## config.mk

```make
export PLATFORM = sky130hd
export DESIGN_NAME = pmc_regs
export DESIGN_NICKNAME = d
export VERILOG_FILES = /design/src/pmc_pkg.sv /design/src/pmc_regs.sv
export VERILOG_INCLUDE_DIRS = /design/src
export SDC_FILE = /design/constraint.sdc
export NUM_CORES = 1
export LEC_CHECK = 0
export BUFFER_PORTS_ARGS = -buffer_cell sky130_fd_sc_hd__buf_2
export CAP_MARGIN = 0
export CORE_UTILIZATION = 43
export CTS_CLUSTER_DIAMETER = 30
export DETAILED_ROUTE_END_ITERATION = 10
export PLACE_DENSITY = 0.7
export SYNTH_ARGS = -nofsm -noshare
export SYNTH_HDL_FRONTEND = slang
export SYNTH_SLANG_ARGS = --single-unit
```

## constraint.sdc

```tcl
create_clock -name i_ref_clk -period 2.31 [get_ports i_ref_clk]
set_clock_uncertainty 0.05 [all_clocks]
set_input_delay 0.231 -clock i_ref_clk [delete_from_list [all_inputs] [get_ports i_ref_clk]]
set_output_delay 0.231 -clock i_ref_clk [all_outputs]
set_load 0.05 [all_outputs]
```

## src/pmc_regs.svh

```systemverilog
// offsets, bit positions, reset values and timing counts of the block
`ifndef PMC_REGS_SVH
`define PMC_REGS_SVH
`define PMC_OFS_MODE    6'h1e
`define PMC_OFS_CMP     6'h1f
`define PMC_OFS_STAT    6'h20
`define PMC_MODE_SRST   0
`define PMC_MODE_HOST_BUS_PARITY_CHECK_ENABLE   1
`define PMC_MODE_AUX_CLOCK_RATE_SELECT 5
`define PMC_MODE_SCRUB_ON_TRIGGER_ENABLE   7
`define PMC_CMT_STE     6
`define PMC_CMT_TCO     7
`define PMC_MODE_RST    8'h00
`define PMC_CMT_RST     2'h0
`define PMC_SRST_CYC    32
`define PMC_CLK_NS      100
`define PMC_TICK_NS     40960
`define PMC_TICK_CYC    (`PMC_TICK_NS / `PMC_CLK_NS)
`endif

```

## src/pmc_pkg.sv

```systemverilog
// types shared by the mode and cmt condition register block
package pmc_pkg;
    typedef enum logic [1:0] {SC_IDLE, SC_INVALID, SC_SCRUB} pmc_scrub_e;
    typedef enum logic [1:0] {SYM_NONE, SYM_INVALID, SYM_SCRUB} pmc_sym_e;
    typedef struct packed {
        logic       sel;
        logic       wr;
        logic [5:0] addr;
        logic [7:0] data;
        logic       par;
    } pmc_cbus_req_s;
    typedef struct packed {
        logic       ack;
        logic [7:0] data;
        logic       par;
    } pmc_cbus_rsp_s;
    typedef struct packed {
        logic [7:0]  mode;
        logic [4:0]  srst_cnt;
        logic [1:0]  stat;
        logic [1:0]  cmp;
        pmc_cbus_rsp_s rsp;
        pmc_scrub_e  scrub;
        pmc_sym_e    sym;
        logic        inv_cnt;
        logic [8:0]  tick_cnt;
        logic [7:0]  thr_cnt;
        logic [7:0]  scrub_ports;
        logic        par_err;
        logic        conditional_write_inhibit;
        logic        connection_service_event;
        logic        tx_load;
        logic [2:0]  tx_mode;
        logic        cfg_load;
        logic [7:0]  cfg;
        logic [1:0]  div_cnt;
        logic        aux_sel;
        logic        aux_clk;
    } pmc_state_s;
endpackage

```

## src/pmc_regs.sv

```systemverilog
// mode register two and cmt condition registers with scrub control
// How it works
// mode register writes ignored during reset
// reset bit resets phy function only
// reset bit self-clears after 32 byte times
// host only sets reset bit; zero ignored
// parity checked on writes only when enabled
// parity mismatch flags error, discards access
// read cycles always carry correct parity
// clock select resets slow; one gives fast
// aux clock switches rate without glitches
// trigger with scrub enable loads config, scrubs
// two invalid symbols, then scrub until timer
// status read copies into comparison register
// mismatching status write sets inhibit, no change
// status and mask both set raise service event
// scrub timer expiry sets timer-expired bit
// timer-expired bit protects port configuration
// trigger sets occurred bit, loads transmit mode
// occurred bit protects current transmit state
// host leaves reserved bits untouched
// scrub timer ticks every 40.96 microseconds; the code ticks every 409 cycles of 100 ns, 40.9 microseconds
// trigger definition selects trigger, transmit mode
// reserved bits read zero, ignore writes
`include "pmc_regs.svh"
module pmc_regs #(
    parameter bit PAR_ODD = 1'b1
) (
    input  wire logic                  i_ref_clk,
    input  wire logic                  i_rst_n,
    input  wire pmc_pkg::pmc_cbus_req_s i_cb,
    output pmc_pkg::pmc_cbus_rsp_s     o_cb,
    input  wire logic [7:0]            i_cmt_mask,
    input  wire logic                  i_trig_event,
    input  wire logic [2:0]            i_trig_tx_mode,
    input  wire logic [7:0]            i_trans_cfg,
    input  wire logic [7:0]            i_port_cfg,
    input  wire logic [7:0]            i_scrub_threshold,
    output logic                       o_phy_func_rst,
    output logic                       o_aux_clock_output,
    output logic                       o_par_err_set,
    output logic                       o_cwi_set,
    output logic                       o_cse_set,
    output logic                       o_tx_mode_load,
    output logic [2:0]                 o_tx_mode,
    output logic                       o_cfg_load,
    output logic [7:0]                 o_cfg,
    output logic [7:0]                 o_scrub_ports,
    output pmc_pkg::pmc_sym_e          o_scrub_sym,
    output logic                       o_port_cfg_protect,
    output logic                       o_tx_state_protect
);
    localparam logic [8:0] TICK_LAST = 9'(`PMC_TICK_CYC - 1);
    localparam logic [4:0] SRST_LAST = 5'(`PMC_SRST_CYC - 1);

    pmc_pkg::pmc_state_s r_reg;
    pmc_pkg::pmc_state_s r_next;

    logic       par_bad;
    logic       wr_acc;
    logic       rd_acc;
    logic       tick_done;
    logic       tmr_exp;
    logic       trig_scrub;
    logic [1:0] cmt_wr;
    logic [1:0] cmt_full;

    // access qualification and parity check
    assign par_bad = r_reg.mode[`PMC_MODE_HOST_BUS_PARITY_CHECK_ENABLE] & i_cb.sel & i_cb.wr
                   & (i_cb.par != (^i_cb.data ^ PAR_ODD));
    assign wr_acc = i_cb.sel & i_cb.wr & ~par_bad;
    assign rd_acc = i_cb.sel & ~i_cb.wr;
    // scrub timer tick and expiry
    assign tick_done = (r_reg.tick_cnt == TICK_LAST);
    assign tmr_exp = (r_reg.scrub == pmc_pkg::SC_SCRUB) & tick_done
                   & (r_reg.thr_cnt == 8'h00);
    assign trig_scrub = i_trig_event & r_reg.mode[`PMC_MODE_SCRUB_ON_TRIGGER_ENABLE];
    assign cmt_wr = {i_cb.data[`PMC_CMT_TCO], i_cb.data[`PMC_CMT_STE]};

    // next state of every register of the block
    always_comb begin
        r_next = r_reg;
        r_next.par_err = par_bad;
        r_next.conditional_write_inhibit = 1'b0;
        r_next.tx_load = 1'b0;
        r_next.cfg_load = 1'b0;
        r_next.rsp = '0;
        // software reset countdown
        if (r_reg.mode[`PMC_MODE_SRST]) begin
            r_next.srst_cnt = r_reg.srst_cnt + 5'h01;
            if (r_reg.srst_cnt == SRST_LAST) begin
                r_next.mode[`PMC_MODE_SRST] = 1'b0;
                r_next.srst_cnt = 5'h00;
            end
        end
        // mode register write, ignored while the phy is in reset
        if (wr_acc && i_cb.addr == `PMC_OFS_MODE
                && !r_reg.mode[`PMC_MODE_SRST]) begin
            r_next.mode = i_cb.data & 8'ha2;
            r_next.mode[`PMC_MODE_SRST] = i_cb.data[0];
            r_next.srst_cnt = 5'h00;
        end
        // comparison register write
        if (wr_acc && i_cb.addr == `PMC_OFS_CMP) begin
            r_next.cmp = cmt_wr;
        end
        // conditional status write
        if (wr_acc && i_cb.addr == `PMC_OFS_STAT) begin
            if (r_reg.stat != r_reg.cmp) begin
                r_next.conditional_write_inhibit = 1'b1;
            end else begin
                r_next.stat = cmt_wr;
            end
        end
        // read path, status read snapshots into comparison register
        if (rd_acc) begin
            r_next.rsp.ack = 1'b1;
            case (i_cb.addr)
                `PMC_OFS_MODE: r_next.rsp.data = r_reg.mode;
                `PMC_OFS_CMP:  r_next.rsp.data = {r_reg.cmp, 6'h00};
                `PMC_OFS_STAT: begin
                    r_next.rsp.data = {r_reg.stat, 6'h00};
                    r_next.cmp = r_reg.stat;
                end
                default:       r_next.rsp.data = 8'h00;
            endcase
        end else if (i_cb.sel) begin
            r_next.rsp.ack = 1'b1;
        end
        r_next.rsp.par = ^r_next.rsp.data ^ PAR_ODD;
        // scrub sequencer
        case (r_reg.scrub)
            pmc_pkg::SC_IDLE: begin
                r_next.tick_cnt = 9'h000;
            end
            pmc_pkg::SC_INVALID: begin
                r_next.inv_cnt = 1'b1;
                if (r_reg.inv_cnt) begin
                    r_next.scrub = pmc_pkg::SC_SCRUB;
                    r_next.tick_cnt = 9'h000;
                end
            end
            pmc_pkg::SC_SCRUB: begin
                r_next.tick_cnt = r_reg.tick_cnt + 9'h001;
                if (tick_done) begin
                    r_next.tick_cnt = 9'h000;
                    r_next.thr_cnt = r_reg.thr_cnt - 8'h01;
                    if (tmr_exp) begin
                        r_next.scrub = pmc_pkg::SC_IDLE;
                        r_next.scrub_ports = 8'h00;
                    end
                end
            end
            default: begin
                r_next.scrub = pmc_pkg::SC_IDLE;
            end
        endcase
        // trigger: transmit mode load and optional scrub start
        if (i_trig_event) begin
            r_next.tx_load = 1'b1;
            r_next.tx_mode = i_trig_tx_mode;
        end
        if (trig_scrub) begin
            r_next.cfg_load = 1'b1;
            r_next.cfg = i_trans_cfg;
            r_next.scrub_ports = i_trans_cfg ^ i_port_cfg;
            r_next.scrub = pmc_pkg::SC_INVALID;
            r_next.inv_cnt = 1'b0;
            r_next.thr_cnt = i_scrub_threshold;
            r_next.tick_cnt = 9'h000;
        end
        case (r_next.scrub)
            pmc_pkg::SC_INVALID: r_next.sym = pmc_pkg::SYM_INVALID;
            pmc_pkg::SC_SCRUB:   r_next.sym = pmc_pkg::SYM_SCRUB;
            default:             r_next.sym = pmc_pkg::SYM_NONE;
        endcase
        // hardware sets win over host clears
        if (tmr_exp) begin
            r_next.stat[0] = 1'b1;
        end
        if (i_trig_event) begin
            r_next.stat[1] = 1'b1;
        end
        // service event from status and mask
        cmt_full = r_next.stat & {i_cmt_mask[`PMC_CMT_TCO],
                                  i_cmt_mask[`PMC_CMT_STE]};
        r_next.connection_service_event = |cmt_full;
        // aux clock divider, rate switched only at the low boundary
        r_next.div_cnt = r_reg.div_cnt + 2'h1;
        if (r_next.div_cnt == 2'h0) begin
            r_next.aux_sel = r_reg.mode[`PMC_MODE_AUX_CLOCK_RATE_SELECT];
        end
        r_next.aux_clk = r_next.aux_sel ? r_next.div_cnt[0]
                                        : r_next.div_cnt[1];
    end

    // state register, synchronous reset
    always_ff @(posedge i_ref_clk) begin
        if (!i_rst_n) begin
            r_reg <= '0;
            r_reg.mode <= `PMC_MODE_RST;
            r_reg.stat <= `PMC_CMT_RST;
        end else begin
            r_reg <= r_next;
        end
    end

    // outputs straight from the state register
    assign o_cb = r_reg.rsp;
    assign o_phy_func_rst = r_reg.mode[`PMC_MODE_SRST];
    assign o_aux_clock_output = r_reg.aux_clk;
    assign o_par_err_set = r_reg.par_err;
    assign o_cwi_set = r_reg.conditional_write_inhibit;
    assign o_cse_set = r_reg.connection_service_event;
    assign o_tx_mode_load = r_reg.tx_load;
    assign o_tx_mode = r_reg.tx_mode;
    assign o_cfg_load = r_reg.cfg_load;
    assign o_cfg = r_reg.cfg;
    assign o_scrub_ports = r_reg.scrub_ports;
    assign o_scrub_sym = r_reg.sym;
    assign o_port_cfg_protect = r_reg.stat[0];
    assign o_tx_state_protect = r_reg.stat[1];
endmodule

```

# Word-level counts from Yosys, hierarchy flattened
# Index checks and enable logic that the tools add are counted.
# op_classes
n_reduce_logical	21
addsub	4
muxes	31
eq_ne	12
bitwise	16
# op_table
op	count
16-bit 2-to-1 mux	2
9-bit one-hot mux with 3 select lines	1
25-bit 2-to-1 mux	1
8-bit one-hot mux with 3 select lines	1
2-bit 2-to-1 mux	9
6-bit 2-to-1 mux	3
9-bit 2-to-1 mux	2
8-bit 2-to-1 mux	2
8-bit parity	2
6-bit by 5-bit equality test with 1-bit output, second input constant	2
9-bit by 1-bit adder with 9-bit output, second input constant	1
1-bit AND	9
9-bit equality test, second input constant	1
8-bit logical NOT	1
8-bit by 1-bit subtractor with 8-bit output, second input constant	1
8-bit bitwise XOR	1
1-bit 2-to-1 mux	7
6-bit equality test, second input constant	1
2-bit one-hot mux with 3 select lines	1
2-bit AND reduction	3
2-bit nonzero test	3
2-bit OR reduction	3
5-bit by 1-bit adder with 5-bit output, second input constant	1
5-bit equality test, second input constant	1
15 further kinds	25
# totals
inputBits	55
output_inout_bits	40
reg_bits	73
wordCells	108

# Longest topological paths before layout
# Gate-level depths: netlist of the first run.
# depth
depth_word	11
depth_mapped	9
mapped_depth_nobuf	8

# Worst setup path after synthesis of the first run
# No wires, ideal clock.
# synth_path
path_type	input to register
start	input i_cb[11] (netlist name)
end	register r_reg (netlist bit o_cse_set)
t_required_ns	2.143
setup_ns	0.117
path_buffers	0
slack_ns	0.324
arrival_time_ns	1.819
path_stages	6
cell_sequence	or4b_1 -> nor3_4 -> nand4_1 -> o21a_1 -> a211o_1 -> a32o_1
# synth_via
elab_chain_len	6
elab_cells_between_ends	7
classes_between	eq/ne: 1; mux: 3; bitwise: 1; reduce/logical: 2
# synth_rtl
item	line_no	rtl
start: declaration	pmc_regs.sv:31	input wire pmc_pkg::pmc_cbus_req_s i_cb,
6-bit equality test *	n/a	
1-bit logical AND (no source line) *	n/a	
2-bit 2-to-1 mux *	pmc_regs.sv:108	if (wr_acc && i_cb.addr == `PMC_OFS_STAT) begin
1-bit 2-to-1 mux (on tied branches)	pmc_regs.sv:178, pmc_regs.sv:181	
2-bit AND *	pmc_regs.sv:185	cmt_full = r_next.stat & {i_cmt_mask[`PMC_CMT_TCO],
2-bit OR reduction *	pmc_regs.sv:187	r_next.connection_service_event = |cmt_full;
end signal: assignment	pmc_regs.sv:204	r_reg <= r_next;
end: declaration	pmc_regs.sv:56	pmc_pkg::pmc_state_s r_reg;
# Mark *: on every way between the ends. The rest lies on a longest branch, timed or not.
# A chain may end at the register's enable or synchronous reset.

# Worst setup path in the final report of the first run
# layout_path
start	register r_reg[36] (netlist name)
end	register r_reg[35] (netlist name)
# layout_via
elab_chain_len	3
# layout_rtl
item	line_no	rtl
9-bit equality test	pmc_regs.sv:74	assign tick_done = (r_reg.tick_cnt == TICK_LAST);
2-bit nonzero test (no source line)	n/a	
2-bit AND reduction (no source line)	n/a	
# No other way between the ends.

==> metrics.txt, run 1 <==
post-synth top area share=0.421; most frequent cells after synthesis=dfxtp_1 (70), nand2_1 (52), nor2_1 (46); # fillers=around 750; min Tclk post-route=between 2 and 2.5 ns; Post-CTS Resized=0; count leader, synth=dfxtp_1; Area growth syn-to-layout=14.9%; multiplexer share of the synthesized area=0.0409; Initial Utilization=0.452; r2r setup slk=between 0.2 and 0.25 ns; Clock Path Buffers=2; vias per cell=between 4 and 5; maximum vdd drop=around 0.00028 V; Largest register FFs=33; Worst R2R End=r_reg[35]$_SDFFE_PN0P_; FF-to-FF Start=r_reg[36]$_SDFFE_PP0P_; Design Area, Final=3830 sq um; worst setup margin=roughly 0.22 ns; Synth Cell Area=3330 sq um; cell taking the most area after synthesis=dfxtp_1; DR vias=2,724; sequential cell area=approximately 1400 sq um; Syn. warnings=0; vias in the first global route=approximately 2.5k; XOR/XNOR share of the synthesized area=0.0740; Worst Path Max Fanout=6; post-synthesis adder-cell area fraction=0.0263; crit-path cells=inv_1 > ha_1 > and4b_1 > and3_1 > nor4b_4 > nand2_1 > xor2_1 > a211oi_1; CTS tree=done; Leak=~1.7 nW; Post-Synth Simple-Gate Area=0.222; CP Capture Type=flop; area of the multi-input gates=1620 sq um; flops & latches, synth=70; f_max=approximately 0.48 GHz; Synth Flop Type=dfxtp_1; clk_lat worst skew=0.34 ns; Remaining Overflow, GRT=0; Final GP Congestion=a little under 0.9; final setup fails=0; die area=8100 sq um; sequential share of the synthesized area=0.421; hold buffers post-CTS=0; ys async rst share=0; synthesized netlist cell count=388; Post-synth EDFFs=0; max incr delay on CP=roughly 0.34 ns; IO Count=95; top cells by area, synth=dfxtp_1 (42%), buf_4 (7.0%), nand2_1 (5.9%); num rows=31; layout cell share with drive strength beyond 1=0.250; total core area=roughly 7400 sq um; P_int=between 1.5 and 2 mW; TNS Setup=0 ns; Initial DRT Pass Iterations=4; slew margin rel.=0.585; area post-placement=3660 sq um; final core occ=0.519; Worst Setup EP=r_reg[35]$_SDFFE_PN0P_; htree depth=3; number of diodes=0; initial antenna violation count=0; Post CTS Setup Buffer Count=0; main combinational cell family by area after synthesis=simple AND/OR/NAND/NOR gates; CTS clk-pin slew, worst paths=approximately 0.070 ns; switching part of the total=0.248; critical path startpoint=r_reg[36]$_SDFFE_PP0P_; Hold WS=around 0.061 ns; Seq pwr share=0.538; CTS Buf Count=9; Clock Power Share=0.374; first-pass GRT wire length=~11 mm; switching pwr=~0.57 mW; width of the chip=90.0 microns; largest net degree at the start of global routing=27; Die Height=90.0 microns; hold path startpoint=i_cmt_mask[6]; Yosys cell types=45; Place WS=0.0306 ns; Pins Over Slew Limit=0; drt total wl=6.68 mm; hpwl dp=between 4 and 5 mm; DRC=0; crit path DAT=about 2.3 ns; Worst setup SP type=flop; initial DRC count=95; combinational share of power=0.088; WL per Instance=12.1 microns; cell area power density=a little under 600 nW/um^2; Nets=510; Hold WC Path Type=input port to flop; Syn Area/Cell=8.58 sq um; Compound-Gate Fraction of Synth Area=0.119; CTS root buf=clkbuf_8; RSZ-0062 raised after global routing=no; crit path kind=flop to flop; PortBufs=85; Max-Cap Viols=0; Clock Sinks=70; period utilisation layout=0.907; Tot GR Track Use=0.173; critical path required time=2.51 ns; post-route ant nets=0; Final Hold Fails=0; R2R depth=8; Slew @ Worst Pin=0.623 ns; status=complete, no violations; CP max stage cell=dfxtp_1
cell type report:
cell class / count / share of cell area
multi-input combinational: 266 / 0.422
sequential: 70 / 0.366
timing repair buffer: 94 / 0.129
clock buffer: 12 / 0.0379
tap: 99 / 0.0324
inverter: 7 / 0.00686
clock inverter: 3 / 0.00556
layer usage:
metal / GRT usage / part of all wire / vias to the layer above
li1: - / - / 1404
met1: 0.209 / 0.46 / 1239
met2: 0.282 / 0.47 / 75
met3: 0.0533 / 0.059 / 6
met4: 0.0726 / 0.011 / 0
met5: 0 / 0 / -
per-stage QoR:
step	instances	power (mW)
2_1_floorplan	390	1.39
3_3_place_gp	536	1.45
3_5_place_dp	536	1.46
4_1_cts	551	2.31
5_1_grt	551	2.39
6_report	551	2.28
power by group through the flow:
stage               Combinational, mW  Sequential, mW  Clock, mW
floorplan                       0.118            1.27          0
global placement                0.199            1.25          0
detailed placement              0.202            1.26          0
CTS                             0.203            1.23      0.882
global route                    0.217            1.23      0.946
finish                          0.201            1.23      0.852
cells in the final DEF (no fill, tap or decap), types with 6 or more instances in the layout:
cell	n
xnor2_1	9
and2_1	10
mux2i_1	10
nand4_1	7
inv_1	6
nand3_1	10
nand2_1	52
buf_2	85
o21ai_0	9
a211oi_1	7
buf_4	9
clkbuf_8	10
nor2_1	46
ha_1	7
dfxtp_1	70
xor2_1	14
a21oi_1	33
worst min path at each step:
stage	cells after the start	to	slack, ns
floorplan	1	o_cb[9]$_SDFF_PN0_	0.30
global placement	1	r_reg[2]$_SDFF_PN0_	0.39
detailed placement	2	o_cfg[4]$_SDFFE_PN0P_	0.40
CTS	2	o_cse_set$_SDFF_PN0_	0.04
global route	2	o_cse_set$_SDFF_PN0_	0.06
finish	2	o_cse_set$_SDFF_PN0_	0.06
critical path, delay by kind of cell, from the launching register on:
family                   cells  cell delay [ns]
AND/OR/NAND/NOR              4             0.98
AO/OA/AOI/OAI                1             0.23
buffers and inverters        1             0.11
flip-flops                   1             0.34
adder cells (fa/ha/maj)      1             0.14
XOR/XNOR                     1             0.15
kinds of logic after synthesis:
| kind of cell | count (synthesis) |
|---|---|
| simple gates | 152 |
| other cells | 1 |
| fa+ha+maj | 7 |
| xor+xnor | 25 |
| buf+inv | 54 |
| flops | 70 |
| mux | 13 |
| compound gates | 66 |
(Power assumes the default switching activity.)
==> inputs of run 2 (changes only) <==
--- a/config.mk
+++ b/config.mk
@@ -8,10 +8,12 @@
 export LEC_CHECK = 0
 export BUFFER_PORTS_ARGS = -buffer_cell sky130_fd_sc_hd__buf_2
 export CAP_MARGIN = 0
-export CORE_UTILIZATION = 43
+export CELL_PAD_IN_SITES_DETAIL_PLACEMENT = 1
+export CELL_PAD_IN_SITES_GLOBAL_PLACEMENT = 1
+export CORE_UTILIZATION = 38
 export CTS_CLUSTER_DIAMETER = 30
 export DETAILED_ROUTE_END_ITERATION = 10
-export PLACE_DENSITY = 0.7
+export PLACE_DENSITY = 0.82
 export SYNTH_ARGS = -nofsm -noshare
 export SYNTH_HDL_FRONTEND = slang
 export SYNTH_SLANG_ARGS = --single-unit
==> run 2 against run 1 <==
- utilization decreased by 5.6 points
- critical path depth unchanged
- register-to-register slack lost 0.04 ns
- global-route usage up 2.5 points
==> metrics.txt, run 2 (synthesized netlist as in run 1, its figures left out) <==
number of diodes=0 (unchanged); Leak=1.67 nW (was 1.66 nW); Design Area, Final=3870 sq um (was 3830 sq um); Total Power=2.47 mW (was 2.28 mW); Post-CTS Resized=0 (unchanged); status=complete, no violations (unchanged); CTS clk-pin slew, worst paths=0.08 ns (was 0.07 ns); die area=9140 sq um (was 8100 sq um); Initial DRT Pass Iterations=4 (unchanged); crit path kind=flop to flop (unchanged); Hold WC Path Type=input port to flop (unchanged); Slew @ Worst Pin=0.625 ns (was 0.623 ns); total core area=8340 sq um (was 7370 sq um); IO Count=95 (unchanged); clk_lat worst skew=0.34 ns (about the same); initial DRC count=56 (was 95); critical path startpoint=r_reg[36]$_SDFFE_PP0P_ (unchanged); area post-placement=3660 sq um (unchanged); hold buffers post-CTS=0 (unchanged); cell area power density=637 nW/um^2 (was 596 nW/um^2); most common cell after layout, fill and taps aside=buf_2 (unchanged); initial antenna violation count=0 (unchanged); slew margin rel.=0.583 (was 0.585); Largest register FFs=33 (unchanged); Final Hold Fails=0 (unchanged); WL per Instance=14.6 microns (was 12.1 microns); Remaining Overflow, GRT=0 (unchanged); layout cell share with drive strength beyond 1=0.253 (was 0.250); Nets=509 (was 510); CP max stage cell=dfxtp_1 (unchanged); Max-Cap Viols=0 (unchanged); Critical path buffers and inverters=1 (unchanged); CTS Buf Count=9 (unchanged); Cells after DPL=541 (was 536); htree depth=3 (unchanged); FF-to-FF Start=r_reg[36]$_SDFFE_PP0P_ (unchanged); final setup fails=0 (unchanged); crit-path cells=inv_1 > ha_1 > and4b_1 > and3_1 > nor4b_4 > nand2_1 > xor2_1 > a211oi_1 (unchanged); RSZ-0062 raised after global routing=no (unchanged); max incr delay on CP=0.35 ns (was 0.34 ns); Post CTS Setup Buffer Count=0 (unchanged); CP Capture Type=flop (unchanged); Initial Utilization=0.399 (was 0.452); CTS root buf=clkbuf_8 (unchanged); Die Height=95.6 microns (was 90.0 microns); Clock Path Buffers=2 (unchanged); Final GP Congestion=0.798 (was 0.865); num rows=33 (was 31); DRC=0 (unchanged); Area growth syn-to-layout=16.2% (was 14.9%); min Tclk post-route=2.14 ns (was 2.09 ns); Clock Sinks=70 (unchanged); Worst Path Max Fanout=6 (unchanged); post-route ant nets=0 (unchanged); critical path required time=2.51 ns (about the same); DR vias=2,806 (was 2,724); CP top delay family=simple AND/OR/NAND/NOR gates (unchanged); crit path DAT=2.34 ns (was 2.30 ns); hpwl dp=5.96 mm (was 4.87 mm); Worst setup SP type=flop (unchanged); maximum vdd drop=0.000241 V (was 0.000282 V); Pins Over Slew Limit=0 (unchanged); largest net degree at the start of global routing=28 (was 27); f_max=0.468 GHz (was 0.477 GHz); CTS tree=done (unchanged); PortBufs=85 (unchanged); period utilisation layout=0.925 (was 0.907); first-pass GRT wire length=13.8 mm (was 11.4 mm); Tot GR Track Use=0.197 (was 0.173); vias per cell=5.05 (was 4.94); drt total wl=8.12 mm (was 6.68 mm); post-route non-filler standard cell count=556 (was 551); hold path startpoint=i_cmt_mask[6] (unchanged); width of the chip=95.6 microns (was 90.0 microns); TNS Setup=0 ns (unchanged); commonest cells after routing, fill and taps aside=buf_2 (85), dfxtp_1 (70), nand2_1 (52) (unchanged); vias in the first global route=2,971 (was 2,523)
## run 2: changes by cell type in the layout (fill, tap and decap cells not counted)
| cell | before | now |
|---|---|---|
| clkbuf_1 | 2 | 0 |
| clkbuf_8 | 10 | 12 |
| buf_4 | 9 | 8 |
| bufinv_16 | 0 | 1 |
| clkinv_4 | 1 | 0 |
## run 2: per-layer routing
layer | vias to the layer above | global-route usage | wire (microns)
li1 | 1401 | - | -
met1 | 1316 | 0.233 | 3670
met2 | 73 | 0.343 | 3910
met3 | 16 | 0.0415 | 382
met4 | 0 | 0.0846 | 159
met5 | - | 0 | 0
## run 2: final cells by class
type / instances / area, sq um
clock buffers: 12 / 165
clock inverters: 3 / 42.5
fillers: 1046 / 4470
inverters: 7 / 26.3
multi-input cells: 266 / 1620
flip-flops and latches: 70 / 1400
well taps: 105 / 131
repair buffers: 93 / 485
## run 2: final timing paths
kind,to,slack (ns),cells after the start
worst max-delay path,r_reg[35]$_SDFFE_PN0P_,0.17,8
worst min-delay path,o_cse_set$_SDFF_PN0_,0.07,2
worst max register to register,r_reg[35]$_SDFFE_PN0P_,0.17,8
worst min register to register,o_cfg[3]$_SDFFE_PN0P_,0.40,2
## run 2: where the power goes
group          switching [mW]  internal, mW
registers             0.00771          1.22
logic                   0.128        0.0811
clock network           0.450         0.580
total                   0.585          1.88
## run 2: stage by stage
stage | worst slack [ns] | hold slack (ns) | util
after detailed placement | 0.0868 | 0.395 | 0.439
after global placement | 0.111 | 0.386 | 0.439
after CTS | 0.130 | 0.0583 | 0.464
final | 0.174 | 0.0708 | 0.464
after global routing | 0.00766 | 0.0578 | 0.464
after floorplan | 0.324 | 0.303 | -
==> inputs of run 3 (changes only) <==
--- a/config.mk
+++ b/config.mk
@@ -13,6 +13,7 @@
 export CORE_UTILIZATION = 38
 export CTS_CLUSTER_DIAMETER = 30
 export DETAILED_ROUTE_END_ITERATION = 10
+export GPL_TIMING_DRIVEN = 0
 export PLACE_DENSITY = 0.82
 export SYNTH_ARGS = -nofsm -noshare
 export SYNTH_HDL_FRONTEND = slang
==> run 3 against run 2 <==
- clock power decreased by 9%
- sequential power about the same
- clock-buffer cell count increased by 3
- cell count increased by 6.8%
- fmax increased by 1.7%
==> metrics.txt, run 3 (synthesized netlist as in run 1, its figures left out) <==
critical path required time=2.51 ns (about the same); Final Hold Fails=0 (unchanged); Nets=547 (was 509); commonest cells after routing, fill and taps aside=buf_2 (84), dfxtp_1 (70), nand2_1 (52) (was buf_2 (85), dfxtp_1 (70), nand2_1 (52)); Final GP Congestion=0.802 (was 0.798); Design Area, Final=4080 sq um (was 3870 sq um); Pins Over Slew Limit=0 (unchanged); Worst Path Max Fanout=8 (was 6); Worst R2R End=r_reg[35]$_SDFFE_PN0P_ (unchanged); width of the chip=95.6 microns (unchanged); post-route ant nets=0 (unchanged); initial antenna violation count=0 (unchanged); vias in the first global route=2,846 (was 2,971); # fillers=1,053 (was 1,046); RSZ-0062 raised after global routing=no (unchanged); area post-placement=3880 sq um (was 3660 sq um); Worst setup SP type=flop (unchanged); DR vias=2,939 (was 2,806); combinational share of power=0.091 (was 0.085); r2r setup slk=0.21 ns (was 0.17 ns); vias per cell=4.95 (was 5.05); Die Height=95.6 microns (unchanged); worst setup margin=0.210 ns (was 0.174 ns); f_max=0.476 GHz (was 0.468 GHz); switching part of the total=0.238 (was 0.237); first-pass GRT wire length=13.3 mm (was 13.8 mm); FF-to-FF Start=r_reg[38]$_SDFFE_PP0P_ (was r_reg[36]$_SDFFE_PP0P_); hold path depth=2 (unchanged); Clock Path Buffers=2 (unchanged); num rows=33 (unchanged); CTS tree=done (unchanged); largest net degree at the start of global routing=11 (was 28); critical path startpoint=r_reg[38]$_SDFFE_PP0P_ (was r_reg[36]$_SDFFE_PP0P_); Leak=1.81 nW (was 1.67 nW); die area=9140 sq um (unchanged); CTS root buf=clkbuf_8 (unchanged); period utilisation layout=0.909 (was 0.925); crit path kind=flop to flop (unchanged); most common cell after layout, fill and taps aside=buf_2 (unchanged); P_int=1.81 mW (was 1.88 mW); switching pwr=0.567 mW (was 0.585 mW); Total Power=2.38 mW (was 2.47 mW); total core area=8340 sq um (unchanged); Seq pwr share=0.516 (was 0.498); CTS clk-pin slew, worst paths=0.07 ns (was 0.08 ns); Place WS=-0.152 ns (was 0.0868 ns); slew margin rel.=0.556 (was 0.583); hpwl dp=6.22 mm (was 5.96 mm); DRC=0 (unchanged); layout cell share with drive strength beyond 1=0.278 (was 0.253); crit path DAT=2.30 ns (was 2.34 ns); Tot GR Track Use=0.192 (was 0.197); final setup fails=0 (unchanged); WL per Instance=13.9 microns (was 14.6 microns); min Tclk post-route=2.10 ns (was 2.14 ns); post-route non-filler standard cell count=594 (was 556); Worst Setup EP=r_reg[35]$_SDFFE_PN0P_ (unchanged); Cells after DPL=578 (was 541); Clock Power Share=0.393 (was 0.417); CTS Buf Count=9 (unchanged); initial DRC count=93 (was 56); Clock Sinks=70 (unchanged); Remaining Overflow, GRT=0 (unchanged); Initial Utilization=0.399 (unchanged); status=complete, no violations (unchanged); maximum vdd drop=0.000315 V (was 0.000241 V); htree depth=3 (unchanged); Max-Cap Viols=0 (unchanged); Area growth syn-to-layout=22.6% (was 16.2%); CP Capture Type=flop (unchanged); Slew @ Worst Pin=0.664 ns (was 0.625 ns); IO Count=95 (unchanged); R2R depth=7 (was 8); Hold WC Path Type=input port to flop (unchanged); final core occ=0.489 (was 0.464); Largest register FFs=33 (unchanged); PortBufs=83 (was 85); cell area power density=583 nW/um^2 (was 637 nW/um^2); drt total wl=8.23 mm (was 8.12 mm); clk_lat worst skew=0.34 ns (about the same); number of diodes=0 (unchanged); Initial DRT Pass Iterations=4 (unchanged)
-- run 3: worst max-delay path, stage by stage, from the launching register on --
cell      delay, ns
dfxtp_1        0.30
clkbuf_1       0.18
and4bb_2       0.38
and3_1         0.29
nor4b_4        0.32
nand2_1        0.12
xor2_1         0.16
a211oi_1       0.22
-- run 3: layout make-up --
class / count / area [sq um] / share of cell area
clock buffer: 15 / 186 / 0.0457
tap: 105 / 131 / 0.0322
multi-input combinational: 266 / 1620 / 0.396
timing repair buffer: 85 / 430 / 0.105
sequential: 70 / 1400 / 0.343
buffer: 46 / 290 / 0.0711
inverter: 7 / 26.3 / 0.00644
-- run 3: how the worst min path moves through the flow --
stage	start	end	slack, ns
after floorplan	i_cb[16]	o_cb[9]$_SDFF_PN0_	0.30
after global placement	r_reg[2]$_SDFF_PN0_	r_reg[2]$_SDFF_PN0_	0.38
after detailed placement	r_reg[2]$_SDFF_PN0_	r_reg[2]$_SDFF_PN0_	0.40
after CTS	i_cmt_mask[6]	o_cse_set$_SDFF_PN0_	0.04
after global routing	i_cmt_mask[6]	o_cse_set$_SDFF_PN0_	0.03
final	i_cmt_mask[6]	o_cse_set$_SDFF_PN0_	0.06
-- run 3: power groups by stage --
stage	combinational (mW)	sequential [mW]	clock (mW)
4_1_cts	0.220	1.23	0.965
3_5_place_dp	0.219	1.26	0
3_3_place_gp	0.215	1.25	0
6_report	0.218	1.23	0.935
5_1_grt	0.237	1.23	1.02
2_1_floorplan	0.118	1.27	0
-- run 3: what timing repair did --
action / in CTS / in global routing
hold buffers: 0 / 0
resized for setup: 0 / 0
setup buffers: 1 / 1
pin swaps: 1 / 0
endpoints found under the setup margin: 4 / 2
-- run 3: stage by stage --
step | hold slack, ns | TNS, ns
after floorplan | 0.303 | 0
after global placement | 0.380 | -0.105
after detailed placement | 0.401 | -0.360
after CTS | 0.0411 | 0
after global routing | 0.0327 | 0
final | 0.0569 | 0
-- run 3: metal layers --
layer | up-vias | global-route usage | share of wire
li1 | 1476 | - | -
met3 | 11 | 0.0455 | 0.058
met2 | 71 | 0.321 | 0.49
met5 | - | 0 | 0
met1 | 1381 | 0.234 | 0.44
met4 | 0 | 0.0846 | 0.017
